[src/picr_pkg.sv]
// shared constants and types of the process interface configuration bank
package picr_pkg;

  // register byte addresses on the apb bus
  localparam logic [11:0] ADDR_MODE_SELECT = 12'h0140;
  localparam logic [11:0] ADDR_RESERVED_WORD = 12'h0144;
  localparam logic [11:0] ADDR_CHIP_OPTION = 12'h0148;
  localparam logic [11:0] ADDR_LOAD_STATUS = 12'h014C;
  localparam logic [11:0] ADDR_PROC_IF_CFG = 12'h0150;

  // configuration memory load selectors
  localparam logic [1:0] LOAD_MODE_SELECT = 2'h0;
  localparam logic [1:0] LOAD_CHIP_OPTION = 2'h1;
  localparam logic [1:0] LOAD_RESERVED_WORD = 2'h2;
  localparam logic [1:0] LOAD_PROC_IF_CFG = 2'h3;

  // reset values when nothing has been loaded
  localparam logic [15:0] RESET_WORD = 16'h0000;
  localparam logic [7:0] RESET_BYTE = 8'h00;

  // chip option word fields
  localparam int CHIP_MI_LINK_BIT = 15;
  localparam int CHIP_ERR_LED_BIT = 14;
  localparam int CHIP_REG9_WRITE_BIT = 7;
  localparam int CHIP_RUN_LED_BIT = 6;
  localparam logic [15:0] CHIP_LIVE_MASK = 16'hC0C0;

  // interface mode select codes
  localparam logic [7:0] MODE_DIGITAL_IO = 8'h04;
  localparam logic [7:0] MODE_ALT_SPI = 8'h05;
  localparam logic [7:0] MODE_COMPAT_SPI = 8'h80;

  // digital i/o layout
  localparam int DIO_OUT_SEL_HI = 7;
  localparam int DIO_OUT_SEL_LO = 6;
  localparam int DIO_IN_SEL_HI = 5;
  localparam int DIO_IN_SEL_LO = 4;
  localparam int DIO_WD_DEFER_BIT = 3;
  localparam int DIO_BIDIR_BIT = 2;
  localparam int DIO_OV_MODE_BIT = 1;
  localparam int DIO_OV_POL_BIT = 0;

  // compatible spi layout
  localparam int SPI_EVENT_EN_BIT = 2;
  localparam int SPI_WAIT_POL_BIT = 1;
  localparam int SPI_WAIT_OD_BIT = 0;

  // alternate spi layout
  localparam int ALT_LATE_SAMPLE_BIT = 5;
  localparam int ALT_SEL_POL_BIT = 4;
  localparam int ALT_CLK_MODE_HI = 1;
  localparam int ALT_CLK_MODE_LO = 0;

  // output sample field codes
  localparam logic [1:0] OUT_CODE_END_OF_FRAME = 2'b00;
  localparam logic [1:0] OUT_CODE_RESERVED = 2'b01;
  localparam logic [1:0] OUT_CODE_FIRST_SYNC_PULSE = 2'b10;
  localparam logic [1:0] OUT_CODE_SECOND_SYNC_PULSE = 2'b11;

  // input sample field codes
  localparam logic [1:0] IN_CODE_START_OF_FRAME = 2'b00;
  localparam logic [1:0] IN_CODE_LATCH_RISE = 2'b01;
  localparam logic [1:0] IN_CODE_FIRST_SYNC_PULSE = 2'b10;

  // event at which output data is applied
  typedef enum logic [2:0] {
    PICR_OUT_END_OF_FRAME = 3'b000,
    PICR_OUT_FIRST_SYNC = 3'b001,
    PICR_OUT_SECOND_SYNC = 3'b011,
    PICR_OUT_WATCHDOG = 3'b010,
    PICR_OUT_NONE = 3'b110
  } picr_out_event_type;

  // event at which inputs are captured
  typedef enum logic [2:0] {
    PICR_IN_START_OF_FRAME = 3'b000,
    PICR_IN_LATCH_RISE = 3'b001,
    PICR_IN_FIRST_SYNC = 3'b011,
    PICR_IN_SECOND_SYNC = 3'b010,
    PICR_IN_NONE = 3'b110
  } picr_in_event_type;

endpackage

[src/picr_decode_if.sv]
// decoded configuration carried from the field decoder to the top
`timescale 1ns/1ps
interface picr_decode_if;
  logic [7:0] mode;
  logic [7:0] cfg_byte;
  picr_pkg::picr_out_event_type out_event;
  picr_pkg::picr_in_event_type in_event;
  logic wd_reset_deferred;
  logic bidir_mode;
  logic out_valid_wd_mode;
  logic out_valid_active_low;
  logic spi_event_enable;
  logic wait_ack_active_high;
  logic wait_ack_open_drain;
  logic alt_late_sample;
  logic alt_select_active_high;
  logic [1:0] alt_clock_mode;

  modport decoder (
    input mode, cfg_byte,
    output out_event, in_event, wd_reset_deferred, bidir_mode, out_valid_wd_mode, out_valid_active_low,
    output spi_event_enable, wait_ack_active_high, wait_ack_open_drain, alt_late_sample,
    output alt_select_active_high, alt_clock_mode
  );
  modport top (
    output mode, cfg_byte,
    input out_event, in_event, wd_reset_deferred, bidir_mode, out_valid_wd_mode, out_valid_active_low,
    input spi_event_enable, wait_ack_active_high, wait_ack_open_drain, alt_late_sample,
    input alt_select_active_high, alt_clock_mode
  );
endinterface

[src/picr_field_decoder.sv]
// mode dependent decoder of the interface configuration byte
`timescale 1ns/1ps
module picr_field_decoder (
  // clock and reset
  input wire logic pclk,
  input wire logic presetn,
  // decoded configuration
  picr_decode_if.decoder dec
);

  // mode qualifiers: a field only means something in its own layout
  wire is_dio = (dec.mode == picr_pkg::MODE_DIGITAL_IO);
  wire is_spi = (dec.mode == picr_pkg::MODE_COMPAT_SPI);
  wire is_alt = (dec.mode == picr_pkg::MODE_ALT_SPI);
  wire [1:0] out_code = dec.cfg_byte[picr_pkg::DIO_OUT_SEL_HI:picr_pkg::DIO_OUT_SEL_LO];
  wire [1:0] in_code = dec.cfg_byte[picr_pkg::DIO_IN_SEL_HI:picr_pkg::DIO_IN_SEL_LO];
  wire ov_mode = dec.cfg_byte[picr_pkg::DIO_OV_MODE_BIT];

  // output event choice; watchdog mode overrides the sample field
  picr_pkg::picr_out_event_type out_nxt;
  always_comb begin
    out_nxt = picr_pkg::PICR_OUT_NONE;
    if (!is_dio) begin
      out_nxt = picr_pkg::PICR_OUT_NONE;
    end else if (ov_mode) begin
      out_nxt = picr_pkg::PICR_OUT_WATCHDOG;
    end else begin
      case (out_code)
        picr_pkg::OUT_CODE_END_OF_FRAME: out_nxt = picr_pkg::PICR_OUT_END_OF_FRAME;
        picr_pkg::OUT_CODE_FIRST_SYNC_PULSE: out_nxt = picr_pkg::PICR_OUT_FIRST_SYNC;
        picr_pkg::OUT_CODE_SECOND_SYNC_PULSE: out_nxt = picr_pkg::PICR_OUT_SECOND_SYNC;
        default: out_nxt = picr_pkg::PICR_OUT_NONE; // reserved code applies nothing
      endcase
    end
  end

  // input capture event choice
  picr_pkg::picr_in_event_type in_nxt;
  always_comb begin
    in_nxt = picr_pkg::PICR_IN_NONE;
    if (is_dio) begin
      case (in_code)
        picr_pkg::IN_CODE_START_OF_FRAME: in_nxt = picr_pkg::PICR_IN_START_OF_FRAME;
        picr_pkg::IN_CODE_LATCH_RISE: in_nxt = picr_pkg::PICR_IN_LATCH_RISE;
        picr_pkg::IN_CODE_FIRST_SYNC_PULSE: in_nxt = picr_pkg::PICR_IN_FIRST_SYNC;
        default: in_nxt = picr_pkg::PICR_IN_SECOND_SYNC;
      endcase
    end
  end

  // registered decode so the top outputs come from flip-flops
  always_ff @(posedge pclk or negedge presetn) begin
    if (!presetn) begin
      dec.out_event <= picr_pkg::PICR_OUT_NONE;
      dec.in_event <= picr_pkg::PICR_IN_NONE;
      dec.wd_reset_deferred <= 1'b0;
      dec.bidir_mode <= 1'b0;
      dec.out_valid_wd_mode <= 1'b0;
      dec.out_valid_active_low <= 1'b0;
      dec.spi_event_enable <= 1'b0;
      dec.wait_ack_active_high <= 1'b0;
      dec.wait_ack_open_drain <= 1'b0;
      dec.alt_late_sample <= 1'b0;
      dec.alt_select_active_high <= 1'b0;
      dec.alt_clock_mode <= 2'b00;
    end else begin
      dec.out_event <= out_nxt;
      dec.in_event <= in_nxt;
      dec.wd_reset_deferred <= is_dio & dec.cfg_byte[picr_pkg::DIO_WD_DEFER_BIT];
      dec.bidir_mode <= is_dio & dec.cfg_byte[picr_pkg::DIO_BIDIR_BIT];
      dec.out_valid_wd_mode <= is_dio & ov_mode;
      dec.out_valid_active_low <= is_dio & dec.cfg_byte[picr_pkg::DIO_OV_POL_BIT];
      dec.spi_event_enable <= is_spi & dec.cfg_byte[picr_pkg::SPI_EVENT_EN_BIT];
      dec.wait_ack_active_high <= is_spi & dec.cfg_byte[picr_pkg::SPI_WAIT_POL_BIT];
      dec.wait_ack_open_drain <= is_spi & dec.cfg_byte[picr_pkg::SPI_WAIT_OD_BIT];
      dec.alt_late_sample <= is_alt & dec.cfg_byte[picr_pkg::ALT_LATE_SAMPLE_BIT];
      dec.alt_select_active_high <= is_alt & dec.cfg_byte[picr_pkg::ALT_SEL_POL_BIT];
      dec.alt_clock_mode <= is_alt ? dec.cfg_byte[picr_pkg::ALT_CLK_MODE_HI:picr_pkg::ALT_CLK_MODE_LO] : 2'b00;
    end
  end

endmodule

[src/picr_config_regs.sv]
// read-only process interface configuration bank with apb access
//
// Summary of operation
// - bit 15 reports management link detection
// - bit 7 permits management writes to register 9
// - output apply event from bits 7:6
// - output valid mode forces watchdog apply event
// - input capture event from bits 5:4
// - bit 3 defers watchdog output reset
// - bit 2 makes all pins bidirectional
// - bit 1 selects output valid pin meaning
// - bit 2 enables spi event delivery
// - bits 1:0 set wait pin polarity, driver
// - bit 5 selects alternate spi late sampling
// - byte meaning follows selected interface mode
// - fields load from memory, else zero
// - least significant byte at lowest address
// - reserved word reads zero, read-only
`timescale 1ns/1ps
module picr_config_regs (
  // clock and reset
  input wire logic pclk,
  input wire logic presetn,
  // apb slave
  input wire logic psel,
  input wire logic penable,
  input wire logic pwrite,
  input wire logic [11:0] paddr,
  input wire logic [31:0] pwdata,
  input wire logic [3:0] pstrb,
  output logic [31:0] prdata,
  output logic pready,
  output logic pslverr,
  // configuration memory load port
  input wire logic cfg_load_valid,
  input wire logic [1:0] cfg_load_sel,
  input wire logic [15:0] cfg_load_data,
  // chip option controls
  output logic mi_link_detect_active,
  output logic mi_reg9_write_enable,
  output logic error_led_enable,
  output logic run_led_enable,
  // digital i/o controls
  output picr_pkg::picr_out_event_type output_apply_event,
  output picr_pkg::picr_in_event_type input_capture_event,
  output logic watchdog_reset_deferred,
  output logic all_pins_bidirectional,
  output logic output_valid_strobe_is_watchdog,
  output logic output_valid_strobe_active_low,
  // compatible spi controls
  output logic application_event_request_enable,
  output logic wait_ack_active_high,
  output logic wait_ack_open_drain,
  // alternate spi controls
  output logic alt_spi_late_sample,
  output logic alt_spi_select_active_high,
  output logic [1:0] alt_spi_clock_mode
);

  // stored configuration words
  logic [7:0] mode_r;
  logic [15:0] chip_r;
  logic [15:0] reserved_r;
  logic [7:0] pcfg_r;
  logic loaded_r;

  // apb answer registers
  logic [31:0] prdata_r;
  logic pready_r;
  logic pslverr_r;

  // decoded outputs travel from the decoder through the carrier
  picr_decode_if dec_if ();

  assign dec_if.mode = mode_r;
  assign dec_if.cfg_byte = pcfg_r;

  picr_field_decoder u_decoder (
    .pclk(pclk),
    .presetn(presetn),
    .dec(dec_if.decoder)
  );

  // load strobes per word; only the memory loader writes storage
  wire ld_mode = cfg_load_valid && (cfg_load_sel == picr_pkg::LOAD_MODE_SELECT);
  wire ld_chip = cfg_load_valid && (cfg_load_sel == picr_pkg::LOAD_CHIP_OPTION);
  wire ld_resv = cfg_load_valid && (cfg_load_sel == picr_pkg::LOAD_RESERVED_WORD);
  wire ld_pcfg = cfg_load_valid && (cfg_load_sel == picr_pkg::LOAD_PROC_IF_CFG);

  // storage: zero until the image supplies a value; the bus cannot touch it
  always_ff @(posedge pclk or negedge presetn) begin
    if (!presetn) begin
      mode_r <= picr_pkg::RESET_BYTE;
      chip_r <= picr_pkg::RESET_WORD;
      reserved_r <= picr_pkg::RESET_WORD;
      pcfg_r <= picr_pkg::RESET_BYTE;
      loaded_r <= 1'b0;
    end else begin
      if (ld_mode) begin
        mode_r <= cfg_load_data[7:0];
      end
      if (ld_chip) begin
        chip_r <= cfg_load_data & picr_pkg::CHIP_LIVE_MASK; // reserved bits forced to zero
      end
      if (ld_resv) begin
        reserved_r <= picr_pkg::RESET_WORD;
      end
      if (ld_pcfg) begin
        pcfg_r <= cfg_load_data[7:0];
      end
      if (cfg_load_valid) begin
        loaded_r <= 1'b1;
      end
    end
  end

  // address decode; a register sits in the low bits of its aligned word
  wire hit_mode = (paddr == picr_pkg::ADDR_MODE_SELECT);
  wire hit_resv = (paddr == picr_pkg::ADDR_RESERVED_WORD);
  wire hit_chip = (paddr == picr_pkg::ADDR_CHIP_OPTION);
  wire hit_stat = (paddr == picr_pkg::ADDR_LOAD_STATUS);
  wire hit_pcfg = (paddr == picr_pkg::ADDR_PROC_IF_CFG);
  wire hit_any = hit_mode | hit_resv | hit_chip | hit_stat | hit_pcfg;

  // read mux; low byte on lane 0 keeps lowest address least significant
  wire [31:0] rd_mux = hit_mode ? {24'h00_0000, mode_r} :
                       hit_resv ? {16'h0000, reserved_r} :
                       hit_chip ? {16'h0000, chip_r} :
                       hit_stat ? {31'h0000_0000, loaded_r} :
                       hit_pcfg ? {24'h00_0000, pcfg_r} :
                       32'h0000_0000;

  // a setup cycle arms a one cycle access answer
  wire setup_phase = psel && !penable && !pready_r;

  // apb answer: ready in the first access cycle; writes complete but store nothing
  always_ff @(posedge pclk or negedge presetn) begin
    if (!presetn) begin
      prdata_r <= 32'h0000_0000;
      pready_r <= 1'b0;
      pslverr_r <= 1'b0;
    end else begin
      pready_r <= setup_phase;
      pslverr_r <= setup_phase && !hit_any; // unmapped address only
      prdata_r <= (setup_phase && !pwrite) ? rd_mux : 32'h0000_0000;
    end
  end

  assign prdata = prdata_r;
  assign pready = pready_r;
  assign pslverr = pslverr_r;

  // chip option controls, registered from the stored word
  logic mi_link_r;
  logic mi_reg9_r;
  logic err_led_r;
  logic run_led_r;
  always_ff @(posedge pclk or negedge presetn) begin
    if (!presetn) begin
      mi_link_r <= 1'b0;
      mi_reg9_r <= 1'b0;
      err_led_r <= 1'b0;
      run_led_r <= 1'b0;
    end else begin
      mi_link_r <= chip_r[picr_pkg::CHIP_MI_LINK_BIT];
      mi_reg9_r <= chip_r[picr_pkg::CHIP_REG9_WRITE_BIT];
      err_led_r <= chip_r[picr_pkg::CHIP_ERR_LED_BIT];
      run_led_r <= chip_r[picr_pkg::CHIP_RUN_LED_BIT];
    end
  end

  assign mi_link_detect_active = mi_link_r;
  assign mi_reg9_write_enable = mi_reg9_r;
  assign error_led_enable = err_led_r;
  assign run_led_enable = run_led_r;

  // mode dependent controls, each a decoder flip-flop
  assign output_apply_event = dec_if.out_event;
  assign input_capture_event = dec_if.in_event;
  assign watchdog_reset_deferred = dec_if.wd_reset_deferred;
  assign all_pins_bidirectional = dec_if.bidir_mode;
  assign output_valid_strobe_is_watchdog = dec_if.out_valid_wd_mode;
  assign output_valid_strobe_active_low = dec_if.out_valid_active_low;
  assign application_event_request_enable = dec_if.spi_event_enable;
  assign wait_ack_active_high = dec_if.wait_ack_active_high;
  assign wait_ack_open_drain = dec_if.wait_ack_open_drain;
  assign alt_spi_late_sample = dec_if.alt_late_sample;
  assign alt_spi_select_active_high = dec_if.alt_select_active_high;
  assign alt_spi_clock_mode = dec_if.alt_clock_mode;

  // pwdata and pstrb are accepted but unused: every word here is read-only
  wire unused_bus = ^{pwdata, pstrb};

endmodule

[config.mk]
export PLATFORM = sky130hd
export DESIGN_NAME = picr_config_regs
export DESIGN_NICKNAME = d
export VERILOG_FILES = /design/src/picr_pkg.sv /design/src/picr_decode_if.sv /design/src/picr_field_decoder.sv /design/src/picr_config_regs.sv
export SDC_FILE = /design/constraint.sdc
export NUM_CORES = 1
export LEC_CHECK = 0
export ABC_AREA = 1
export BUFFER_PORTS_ARGS = -buffer_cell sky130_fd_sc_hd__buf_2
export CORE_ASPECT_RATIO = 1.4
export CORE_UTILIZATION = 45
export CTS_CLUSTER_SIZE = 20
export DETAILED_ROUTE_END_ITERATION = 10
export PLACE_DENSITY_LB_ADDON = 0.12
export SETUP_SLACK_MARGIN = 0.2
export SKIP_LAST_GASP = 1
export SYNTH_ARGS = -nofsm -noshare
export SYNTH_HDL_FRONTEND = slang
export SYNTH_SLANG_ARGS = --single-unit
[constraint.sdc]
create_clock -name pclk -period 1.28 [get_ports pclk]
set_input_delay 0.256 -clock pclk [delete_from_list [all_inputs] [get_ports pclk]]
set_output_delay 0.256 -clock pclk [all_outputs]
set_load 0.03 [all_outputs]
==> impl_metrics.csv, run 1 <==
group,metric,value,unit
power_and_ir_drop,p_leak,1.651,nW
drt,finalWirelength,4578,um
sta,hold_viol_final,0,
worst_setup_path,slowest_stage,"dfstp_2",
drt,viasPerCell,4.565,
floorplanning,coreArea,0.005159,mm2
cts,h-tree-depth,2,
synthesis,synth_area,0.002410,mm2
floorplanning,dieArea,0.005656,mm2
layout,final_common_cell,"dfrtp_1",
drt,drt-initial-drc-count,69,
placed_design,hpwlAfterDp,3285,um
worst_setup_path,arrival,0.97,ns
floorplanning,start_util,46.71,%
worst_setup_path,critPathMaxFanout,1,
placed_design,portBuffers,62,
cts,clock-sinks,54,
power_and_ir_drop,cellPowerDensity,1122,mW/mm2
synthesis,ys_seq_elements,54,
layout,final_cells,402,
cts,cts.path.max_buffers,2,
layout,nets,409,
global_route,grt_pass1_vias,1623,
synthesis,ys_seq_area_share,56.28,%
power_and_ir_drop,vdd.ir_drop.worst,0.0007847,V
sta,tns,0,ns
sta,grt_setup_unrepaired,"yes",
layout,multiInputGateArea,940.9,um2
synthesis,synth_area_leader_cell,"dfrtp_1",
placed_design,dp_cells,383,
drt,ant_nets,0,
cts,cts_buffers,5,
layout,layout_common_cells,"49 x dfrtp_1, 38 x nand2_1, 35 x buf_6, 29 x buf_2, 25 x inv_1",
layout,num-fill-cells,434,
cts,clkTransAtPathRegs,0.10,ns
synthesis,synth_top_area_share,51.92,%
cts,clkLatencyLatePin,0.30,ns
synthesis,yosysWarnings,0,
floorplanning,die_h,88.59,um
placed_design,place_congestion,0.8487,
global_route,grt_pass1_wl,7279,um
sta,setup_violations,0,
synthesis,synth.avg_cell_area,9.487,um2
global_route,grt_overflow,0,
floorplanning,pin_count,127,
drt,wire_per_inst,11.39,um
worst_setup_path,cpLargestDelayFamily,"flip-flops",
global_route,grt_max_degree,55,
layout,n_antenna_cell,0,
drt,vias,1835,
synthesis,synthCells,254,
cts,tritoncts,"done",
sta,fmax,0.8179,GHz
layout,regArea,0.001358,mm2
drt,firstDrtPassIters,4,
flow_run,timing.max_cap.violations,0,
worst_setup_path,start_kind,"flop",
sta,period_share,95.52,%
global_route,track_usage,17.02,%
min_path,hp-class,"primary input to flop",
layout,area_delta_synth_final,35.77,%
cts,cts-root-buf,"clkbuf_8",
synthesis,synthDistinctLibCells,28,
drt,drc,0,
worst_setup_path,path_cells,"buf_6",
sta,drv_slew,0,
sta,finalClockSkew,0.005942,ns
floorplanning,die_width,63.85,um
synthesis,netlist_top_cells_area,"dfrtp_1 52%, buf_4 6.9%, nand2_1 6.7%",
floorplanning,rows,31,
worst_setup_path,critical_path_class,"flop to output pin",
sta,period_minus_slack,1.223,ns
worst_setup_path,worstSetupEndpointType,"output pin",
worst_setup_path,cp_slowest_stage_delay,0.54,ns
worst_setup_path,cp_data_required_time,1.02,ns
layout,drive_above_1_share,44.64,%
outcome,status,"complete, no violations",
layout,fin_util,63.42,%
worst_setup_path,cp_num_buf_inv,1,
global_route,antenna_found_initial,0,
Yosys cell counts:
cell and instances:
a21oi_1 6, and2_4 1, buf_4 22, clkbuf_1 2, conb_1 1, dfrtp_1 50, dfstp_2 4, ha_1 2
inv_1 29, inv_2 7, mux2_2 2, nand2_1 43, nand2_2 4, nand2_4 1, nand3_1 13, nand3_2 1
nand3b_1 1, nand4_1 4, nor2_1 20, nor2_2 6, nor2_4 4, nor3_1 4, nor3_2 3, nor3_4 1
nor3b_1 3, o21ai_0 18, o31ai_1 1, or2_2 1
layer usage:
metal / up-vias / track usage, % / wire length (um)
li1: 912 / - / -
met1: 828 / 21.82 / 1916
met2: 78 / 27.27 / 2304
met3: 17 / 3.093 / 219
met4: 0 / 9.504 / 137
met5: - / 0 / 0
worst reg2reg max path, cell delays in order (launching register included):
cell and delay [ns]:
dfrtp_1 0.40, nor2_2 0.16, nand3_2 0.12, nor2_4 0.16, nand2_4 0.13, inv_4 0.10
o31ai_1 0.07
layout make-up:
cell class | count | area share, %
flip-flops and latches | 54 | 41.49
repair buffers | 77 | 19.92
clock buffers | 6 | 2.524
well taps | 66 | 2.524
inverters | 36 | 4.283
clock inverters | 2 | 0.4971
multi-input cells | 161 | 28.76
state kept, by name (all words and copies together) (netlist names), 2 cells and up:
| signal | flops |
|---|---|
| dec_if.mode | 8 |
| u_decoder.dec.in_event | 3 |
| chip_r | 4 |
| prdata | 10 |
| u_decoder.dec.out_event | 3 |
| u_decoder.dec.alt_clock_mode | 2 |
| dec_if.cfg_byte | 8 |
repair_timing:
action / in CTS / in global routing
hold buffers: 1 / 0
setup endpoints to repair: 50 / 60
hold endpoints to repair: 50 / 0
resized for setup: 87 / 18
pin swaps: 5 / 3
setup buffers: 7 / 3
power breakdown:
part | internal [mW] | switching [mW]
Sequential | 1.85 | 0.128
Combinational | 0.272 | 0.435
Clock | 0.446 | 0.542
Total | 2.57 | 1.11
stage by stage:
| step | total power, mW | hold slack, ns | setup slack, ns | cell area [um2] |
|---|---|---|---|---|
| global route | 3.857 | 0.1727 | 0.02360 | 3272 |
| global placement | 2.528 | 0.2660 | 0.03339 | 2758 |
| finish | 3.671 | 0.1795 | 0.05731 | 3272 |
| CTS | 3.639 | 0.1729 | 0.04662 | 3197 |
| detailed placement | 2.543 | 0.2662 | 0.02322 | 2758 |
| floorplan | 2.382 | -0.03959 | 0.1227 | 2495 |
final timing paths:
| check | slack, ns | cells past startpoint | to | startpoint |
|---|---|---|---|---|
| worst max-delay path | 0.06 | 1 | input_capture_event[2] | u_decoder.dec.in_event[2]$_DFF_PN1_ |
| worst min-delay path | 0.18 | 2 | chip_r[14]$_DFFE_PN0P_ | cfg_load_data[14] |
| worst max register to register | 0.09 | 6 | u_decoder.dec.out_event[2]$_DFF_PN1_ | dec_if.mode[3]$_DFFE_PN0P_ |
| worst min register to register | 0.40 | 0 | error_led_enable$_DFF_PN0_ | chip_r[14]$_DFFE_PN0P_ |
| max in group asynchronous | 0.53 | 3 | u_decoder.dec.out_event[2]$_DFF_PN1_ | presetn |
| min in group asynchronous | 0.47 | 3 | mi_link_detect_active$_DFF_PN0_ | presetn |
logic make-up after synthesis:
group	after synthesis	synth area share (%)
adder cells (fa/ha/maj)	2	1.038
multiplexers	2	0.9345
AND/OR/NAND/NOR	110	23.52
flip-flops	54	56.28
other	1	0.1556
AO/OA/AOI/OAI	25	5.296
buffers and inverters	60	12.77
(Power assumes the default switching activity.)
==> run 2, diff against run 1 <==
--- a/config.mk
+++ b/config.mk
@@ -6,8 +6,7 @@
 export NUM_CORES = 1
 export LEC_CHECK = 0
-export ABC_AREA = 1
 export BUFFER_PORTS_ARGS = -buffer_cell sky130_fd_sc_hd__buf_2
 export CORE_ASPECT_RATIO = 1.4
-export CORE_UTILIZATION = 45
+export CORE_UTILIZATION = 44
 export CTS_CLUSTER_SIZE = 20
 export DETAILED_ROUTE_END_ITERATION = 10
==> constraint.sdc (replaced) <==
create_clock -name pclk -period 1.28 [get_ports pclk]
set_input_delay 0.128 -clock pclk [delete_from_list [all_inputs] [get_ports pclk]]
set_output_delay 0.128 -clock pclk [all_outputs]
set_load 0.03 [all_outputs]
==> run 2 against run 1 <==
  * The run now ends with negative setup slack left
  * Highest routed layer unchanged
  * Synthesized cell count shrank 33%
  * Area after synthesis shrank 6.6%
  * Cell count fell by 19%
  * Global-route usage rose by 0.28 points
  * Critical path type is now flop to flop
==> impl_metrics.csv, run 2 <==
group,metric,value,unit
layout,num-fill-cells,425,
layout,fin_area,0.002988,mm2
layout,regArea,0.001358,mm2
synthesis,synth-main-ff-cell,"dfrtp_1",
drt,firstDrtPassIters,4,
global_route,grt_overflow,0,
sta,period_minus_slack,1.621,ns
outcome,status,"complete, but fails checks",
outcome,violations,"negative setup slack",
min_path,hp-class,"primary input to flop",
sta,drv_slew,0,
synthesis,synth_area_leader_cell,"dfrtp_1",
drt,finalWirelength,4493,um
cts,clkLatencyLatePin,0.30,ns
sta,setup_violations,17,
placed_design,hpwlAfterDp,3170,um
floorplanning,dieArea,0.005410,mm2
synthesis,synth_top_area_share,55.59,%
worst_setup_path,critical_path_class,"flop to flop",
worst_setup_path,worstSetupEndpointType,"flop",
global_route,grt_max_degree,55,
drt,vias,1519,
placed_design,dp_cells,307,
floorplanning,pin_count,127,
worst_setup_path,critPathMaxFanout,4,
layout,n_antenna_cell,0,
sta,setup_ws,-0.3411,ns
cts,tritoncts,"done",
cts,h-tree-depth,2,
layout,area_delta_synth_final,32.74,%
sta,hold_viol_final,0,
global_route,grt_pass1_vias,1416,
synthesis,synth_most_common_cell,"dfrtp_1",
global_route,antenna_found_initial,0,
floorplanning,die_width,62.45,um
power_and_ir_drop,cellPowerDensity,1236,mW/mm2
placed_design,portBuffers,62,
cts,cts-root-buf,"clkbuf_8",
power_and_ir_drop,vdd.ir_drop.worst,0.0008686,V
layout,multiInputGateArea,899.6,um2
synthesis,async_flop_share,100.0,%
floorplanning,start_util,46.13,%
drt,drc,0,
placed_design,place_congestion,0.7164,
worst_setup_path,start_kind,"flop",
drt,drt-initial-drc-count,36,
global_route,track_usage,17.29,%
placed_design,dpl_cell_area,0.002684,mm2
layout,nets,334,
synthesis,ys_seq_area_share,60.26,%
synthesis,synth.avg_cell_area,13.32,um2
power_and_ir_drop,power.total,3.694,mW
sta,hold-worst-slack,0.03564,ns
worst_setup_path,arrival,1.85,ns
cts,clkTransAtPathRegs,0.09,ns
layout,final_cells,325,
floorplanning,rows,30,
sta,period_share,126.6,%
floorplanning,coreArea,0.004880,mm2
sta,grt_setup_unrepaired,"yes",
synthesis,yosysWarnings,0,
synthesis,netlist_top_cells_area,"dfrtp_1 56%, mux2_2 10%, buf_4 7.3%",
layout,final_common_cell,"buf_2",
layout,fin_util,61.23,%
cts,cts.path.max_buffers,2,
drt,wire_per_inst,13.82,um
sta,fmax,0.6169,GHz
floorplanning,die_h,86.63,um
synthesis,synthCells,169,
layout,largest_reg_flops,10,
synthesis,synthDistinctLibCells,33,
synthesis,synth_commonest_cells,"50 x dfrtp_1, 22 x buf_4, 20 x mux2_2, 8 x mux2i_1",
layout,layout_common_cells,"57 x buf_2, 49 x dfrtp_1, 22 x conb_1, 20 x mux2_2, 19 x buf_4",
cts,cts_buffers,5,
drt,ant_nets,0,
sta,finalClockSkew,0.004492,ns
cts,clock-sinks,54,
synthesis,synth_edf_count,0,
flow_run,timing.max_cap.violations,0,
global_route,grt_pass1_wl,7072,um
layout,drive_above_1_share,54.79,%
synthesis,ys_seq_elements,54,
drt,viasPerCell,4.674,
worst_setup_path,cp_data_required_time,1.51,ns
synthesis,synth_area,0.002251,mm2
power_and_ir_drop,p_leak,1.497,nW
run 2: cell types whose count changed in the layout (fill, tap and decap cells not counted), moves of 6 or more:
cell | before | now
nand3_1 | 11 | 2
buf_4 | 11 | 19
nand2_1 | 38 | 1
buf_2 | 29 | 57
nor2_1 | 10 | 1
mux2_2 | 2 | 20
buf_6 | 35 | 8
nand2_2 | 6 | 0
nor2_2 | 14 | 2
mux2i_1 | 0 | 8
and2_1 | 0 | 7
inv_2 | 9 | 1
inv_1 | 25 | 1
o21ai_0 | 18 | 2
run 2: metrics by stage:
| stage | setup TNS [ns] | setup slack (ns) |
|---|---|---|
| after floorplan | -2.226 | -0.3306 |
| after global placement | -3.589 | -0.2985 |
| after detailed placement | -3.884 | -0.3336 |
| after CTS | -4.284 | -0.3348 |
| after global routing | -5.336 | -0.3776 |
| final | -4.555 | -0.3411 |
run 2: routing by layer:
metal / up-vias / routed length (um) / GRT usage [%] / part of all wire, %
li1: 722 / - / - / -
met2: 54 / 2291 / 29.25 / 51
met1: 741 / 1926 / 21.79 / 43
met4: 0 / 31 / 5.708 / 0.69
met5: - / 0 / 0 / 0
met3: 2 / 243 / 4.079 / 5.4
run 2: path summary, 6_finish.rpt:
kind                                             from  cells past startpoint  slack [ns]                                     endpoint
min in group asynchronous                     presetn                      3        0.34  u_decoder.dec.wait_ack_open_drain$_DFF_PN0_
max in group asynchronous                     presetn                      3        0.65          u_decoder.dec.in_event[1]$_DFF_PN1_
hold reg to reg                chip_r[14]$_DFFE_PN0P_                      0        0.40                   error_led_enable$_DFF_PN0_
setup reg to reg           dec_if.mode[4]$_DFFE_PN0P_                      4       -0.34          u_decoder.dec.in_event[1]$_DFF_PN1_
hold / removal                                penable                      2        0.04                             pready$_DFF_PN0_
setup / recovery           dec_if.mode[4]$_DFFE_PN0P_                      4       -0.34          u_decoder.dec.in_event[1]$_DFF_PN1_
run 2: cells by family (layout without fill, tap and decap cells):
logic type / after synthesis / after routing / share of synthesized area, %
flops: 54 / 54 / 60.26
simple gates: 53 / 53 / 15.68
mux: 28 / 28 / 13.56
buf+inv: 25 / 96 / 7.893
compound gates: 6 / 6 / 1.334
fa+ha+maj: 2 / 2 / 1.112
other cells: 1 / 22 / 0.1666
run 2: power by group:
part,switching (mW),internal (mW),total (mW)
registers,0.139,1.86,2.00
clock network,0.537,0.436,0.973
logic,0.406,0.318,0.724
run 2: layout make-up:
cell class              count  area share [%]
inverters                   2          0.2513
flip-flops and latches     54           45.44
multi-input cells         111           30.11
clock inverters             2          0.4188
well taps                  64           2.680
clock buffers               6           2.764
repair buffers             86           18.34
run 2: critical path: stages (launching register included):
cell	delay [ns]
dfrtp_1	0.39
or4_4	0.57
nor4_4	0.18
inv_2	0.08
or3_1	0.32
run 2: timing repair:
item                                   4_1_cts  5_1_grt
setup endpoints to repair                   31       33
endpoints found under the hold margin       50        0
setup buffers                                5        4
pin swaps                                    4        1
hold buffers                                 1        0
gates resized for setup                     25       13
==> run 3, diff against run 2 <==
- CORE_UTILIZATION: 44 -> 25
==> run 3 against run 2 <==
  * The flow still finishes with violations (negative setup slack)
  * Cell count grew 12%
  * Die area grew 74%
  * Clock skew up 0.00077 ns
  * Global-route usage fell by 5.1 points
  * Largest cell class unchanged
==> impl_metrics.csv, run 3 (synthesized netlist as in run 2, its figures left out) <==
group,metric,value,unit
power_and_ir_drop,pwr-share-seq,49.0,%
worst_setup_path,arrival,1.81,ns
worst_setup_path,r2r_end,"u_decoder.dec.in_event[1]$_DFF_PN1_",
drt,vias,1524,
power_and_ir_drop,clock_power_share,33.5,%
min_path,worstHoldPathCells,2,
floorplanning,die_h,114.3,um
drt,top_layer,"met4",
worst_setup_path,critPathMaxFanout,4,
global_route,grt_overflow,0,
worst_setup_path,cp_num_buf_inv,1,
worst_setup_path,rr_worst_depth,4,
cts,cts-root-buf,"clkbuf_16",
layout,fin_util,35.69,%
floorplanning,start_util,26.00,%
sta,finalClockSkew,0.005262,ns
worst_setup_path,cp_data_required_time,1.49,ns
power_and_ir_drop,combinationalPowerShare,17.5,%
floorplanning,rows,40,
power_and_ir_drop,power.total,4.082,mW
cts,cts.path.max_buffers,2,
floorplanning,coreArea,0.008658,mm2
layout,largest_reg_flops,10,
sta,setup_ws,-0.3158,ns
global_route,grt_pass1_vias,1581,
worst_setup_path,cpLargestDelayFamily,"simple AND/OR/NAND/NOR gates",
cts,tritoncts,"done",
layout,final_common_cell,"buf_2",
drt,drc,0,
worst_setup_path,critical_path_class,"flop to flop",
cts,cts_buffers,5,
power_and_ir_drop,cellPowerDensity,1321,mW/mm2
outcome,status,"complete, but fails checks",
sta,hold_viol_final,0,
sta,fmax,0.6267,GHz
drt,drt-initial-drc-count,47,
worst_setup_path,worstSetupEndpointType,"flop",
power_and_ir_drop,p_leak,1.515,nW
worst_setup_path,r2r_slack,-0.32,ns
global_route,antenna_found_initial,0,
placed_design,portBuffers,62,
drt,m1WireLength,2073,um
cts,clkTransAtPathRegs,0.06,ns
placed_design,dp_cells,353,
worst_setup_path,start_kind,"flop",
worst_setup_path,cp-startpoint,"dec_if.mode[4]$_DFFE_PN0P_",
worst_setup_path,path_cells,"or4_4 -> nor4_4 -> inv_2 -> or3_1",
layout,area_delta_synth_final,37.30,%
global_route,grt_pass1_wl,8079,um
layout,drive_above_1_share,54.44,%
floorplanning,die_width,82.20,um
drt,firstDrtPassIters,4,
power_and_ir_drop,power.share.switching,27.77,%
drt,met2_length,2671,um
placed_design,hpwlAfterDp,3942,um
layout,final_cells,364,
drt,finalWirelength,5130,um
worst_setup_path,cp_slowest_stage_delay,0.57,ns
cts,clkLatencyLatePin,0.29,ns
sta,setup_violations,17,
sta,tns,-3.857,ns
sta,drv_slew,0,
placed_design,place_congestion,0.6981,
layout,n_antenna_cell,0,
worst_setup_path,r2r-start,"dec_if.mode[4]$_DFFE_PN0P_",
drt,wire_per_inst,14.09,um
floorplanning,pin_count,127,
worst_setup_path,slowest_stage,"or4_4",
power_and_ir_drop,vdd.ir_drop.worst,0.0005505,V
drt,viasPerCell,4.187,
power_and_ir_drop,internal-power,2.948,mW
flow_run,timing.max_cap.violations,0,
outcome,violations,"negative setup slack",
sta,grt_setup_unrepaired,"yes",
drt,met3_length,262,um
min_path,hold_path.startpoint,"penable",
power_and_ir_drop,p_sw,1.134,mW
layout,nets,332,
cts,clock-sinks,54,
sta,period_minus_slack,1.596,ns
sta,period_share,124.7,%
cts,h-tree-depth,2,
layout,layout_common_cells,"57 x buf_2, 48 x dfrtp_1, 22 x conb_1, 20 x mux2_2, 17 x buf_4",
global_route,grt_max_degree,25,
drt,ant_nets,0,
worst_setup_path,cp.depth,4,
floorplanning,dieArea,0.009392,mm2
min_path,hp-class,"primary input to flop",
placed_design,dpl_worst_slack,-0.3242,ns
min_path,hold_path_end,"pready$_DFF_PN0_",
global_route,track_usage,12.16,%
[run 3: what timing repair did]
| action | CTS | global route |
|---|---|---|
| hold endpoints to repair | 13 | 0 |
| resized for setup | 32 | 7 |
| setup endpoints to repair | 31 | 32 |
| setup buffers | 2 | 0 |
| hold buffers | 1 | 0 |
| pin swaps | 6 | 1 |
[run 3: layout make-up]
cell class | instances | area [um2]
fillers | 888 | 5568
clock buffers | 7 | 142.6
repair buffers | 84 | 541.8
clock inverters | 1 | 5.005
flip-flops and latches | 54 | 1359
multi-input cells | 111 | 903.4
well taps | 105 | 131.4
inverters | 2 | 7.507
[run 3: power by group through the flow]
stage               registers, mW  clock network (mW)  logic, mW
finish                       2.00                1.37      0.713
global route                 2.03                1.49      0.783
CTS                          2.01                1.42      0.720
detailed placement           2.03                   0      0.665
global placement             2.03                   0      0.662
floorplan                    2.06                   0      0.373
[run 3: how the worst max path moves through the flow]
stage,end,slack [ns]
3_5_place_dp,u_decoder.dec.alt_late_sample$_DFF_PN0_,-0.32
6_report,u_decoder.dec.in_event[1]$_DFF_PN1_,-0.32
2_1_floorplan,u_decoder.dec.out_event[1]$_DFF_PN1_,-0.33
4_1_cts,u_decoder.dec.in_event[1]$_DFF_PN1_,-0.33
3_3_place_gp,u_decoder.dec.out_event[1]$_DFF_PN1_,-0.30
5_1_grt,u_decoder.dec.out_event[1]$_DFF_PN1_,-0.37
[run 3: routing by layer]
metal	track usage [%]	vias to the layer above
met5	0	-
met3	3.426	6
li1	-	722
met4	6.316	0
met2	19.67	49
met1	14.38	747
[run 3: metrics by stage]
step | cell area, um2 | hold WS (ns)
final | 3090 | 0.04349
after global routing | 3090 | 0.04478
after CTS | 3068 | 0.03931
after detailed placement | 2785 | 0.08434
after global placement | 2785 | 0.08449
after floorplan | 2346 | -0.1676
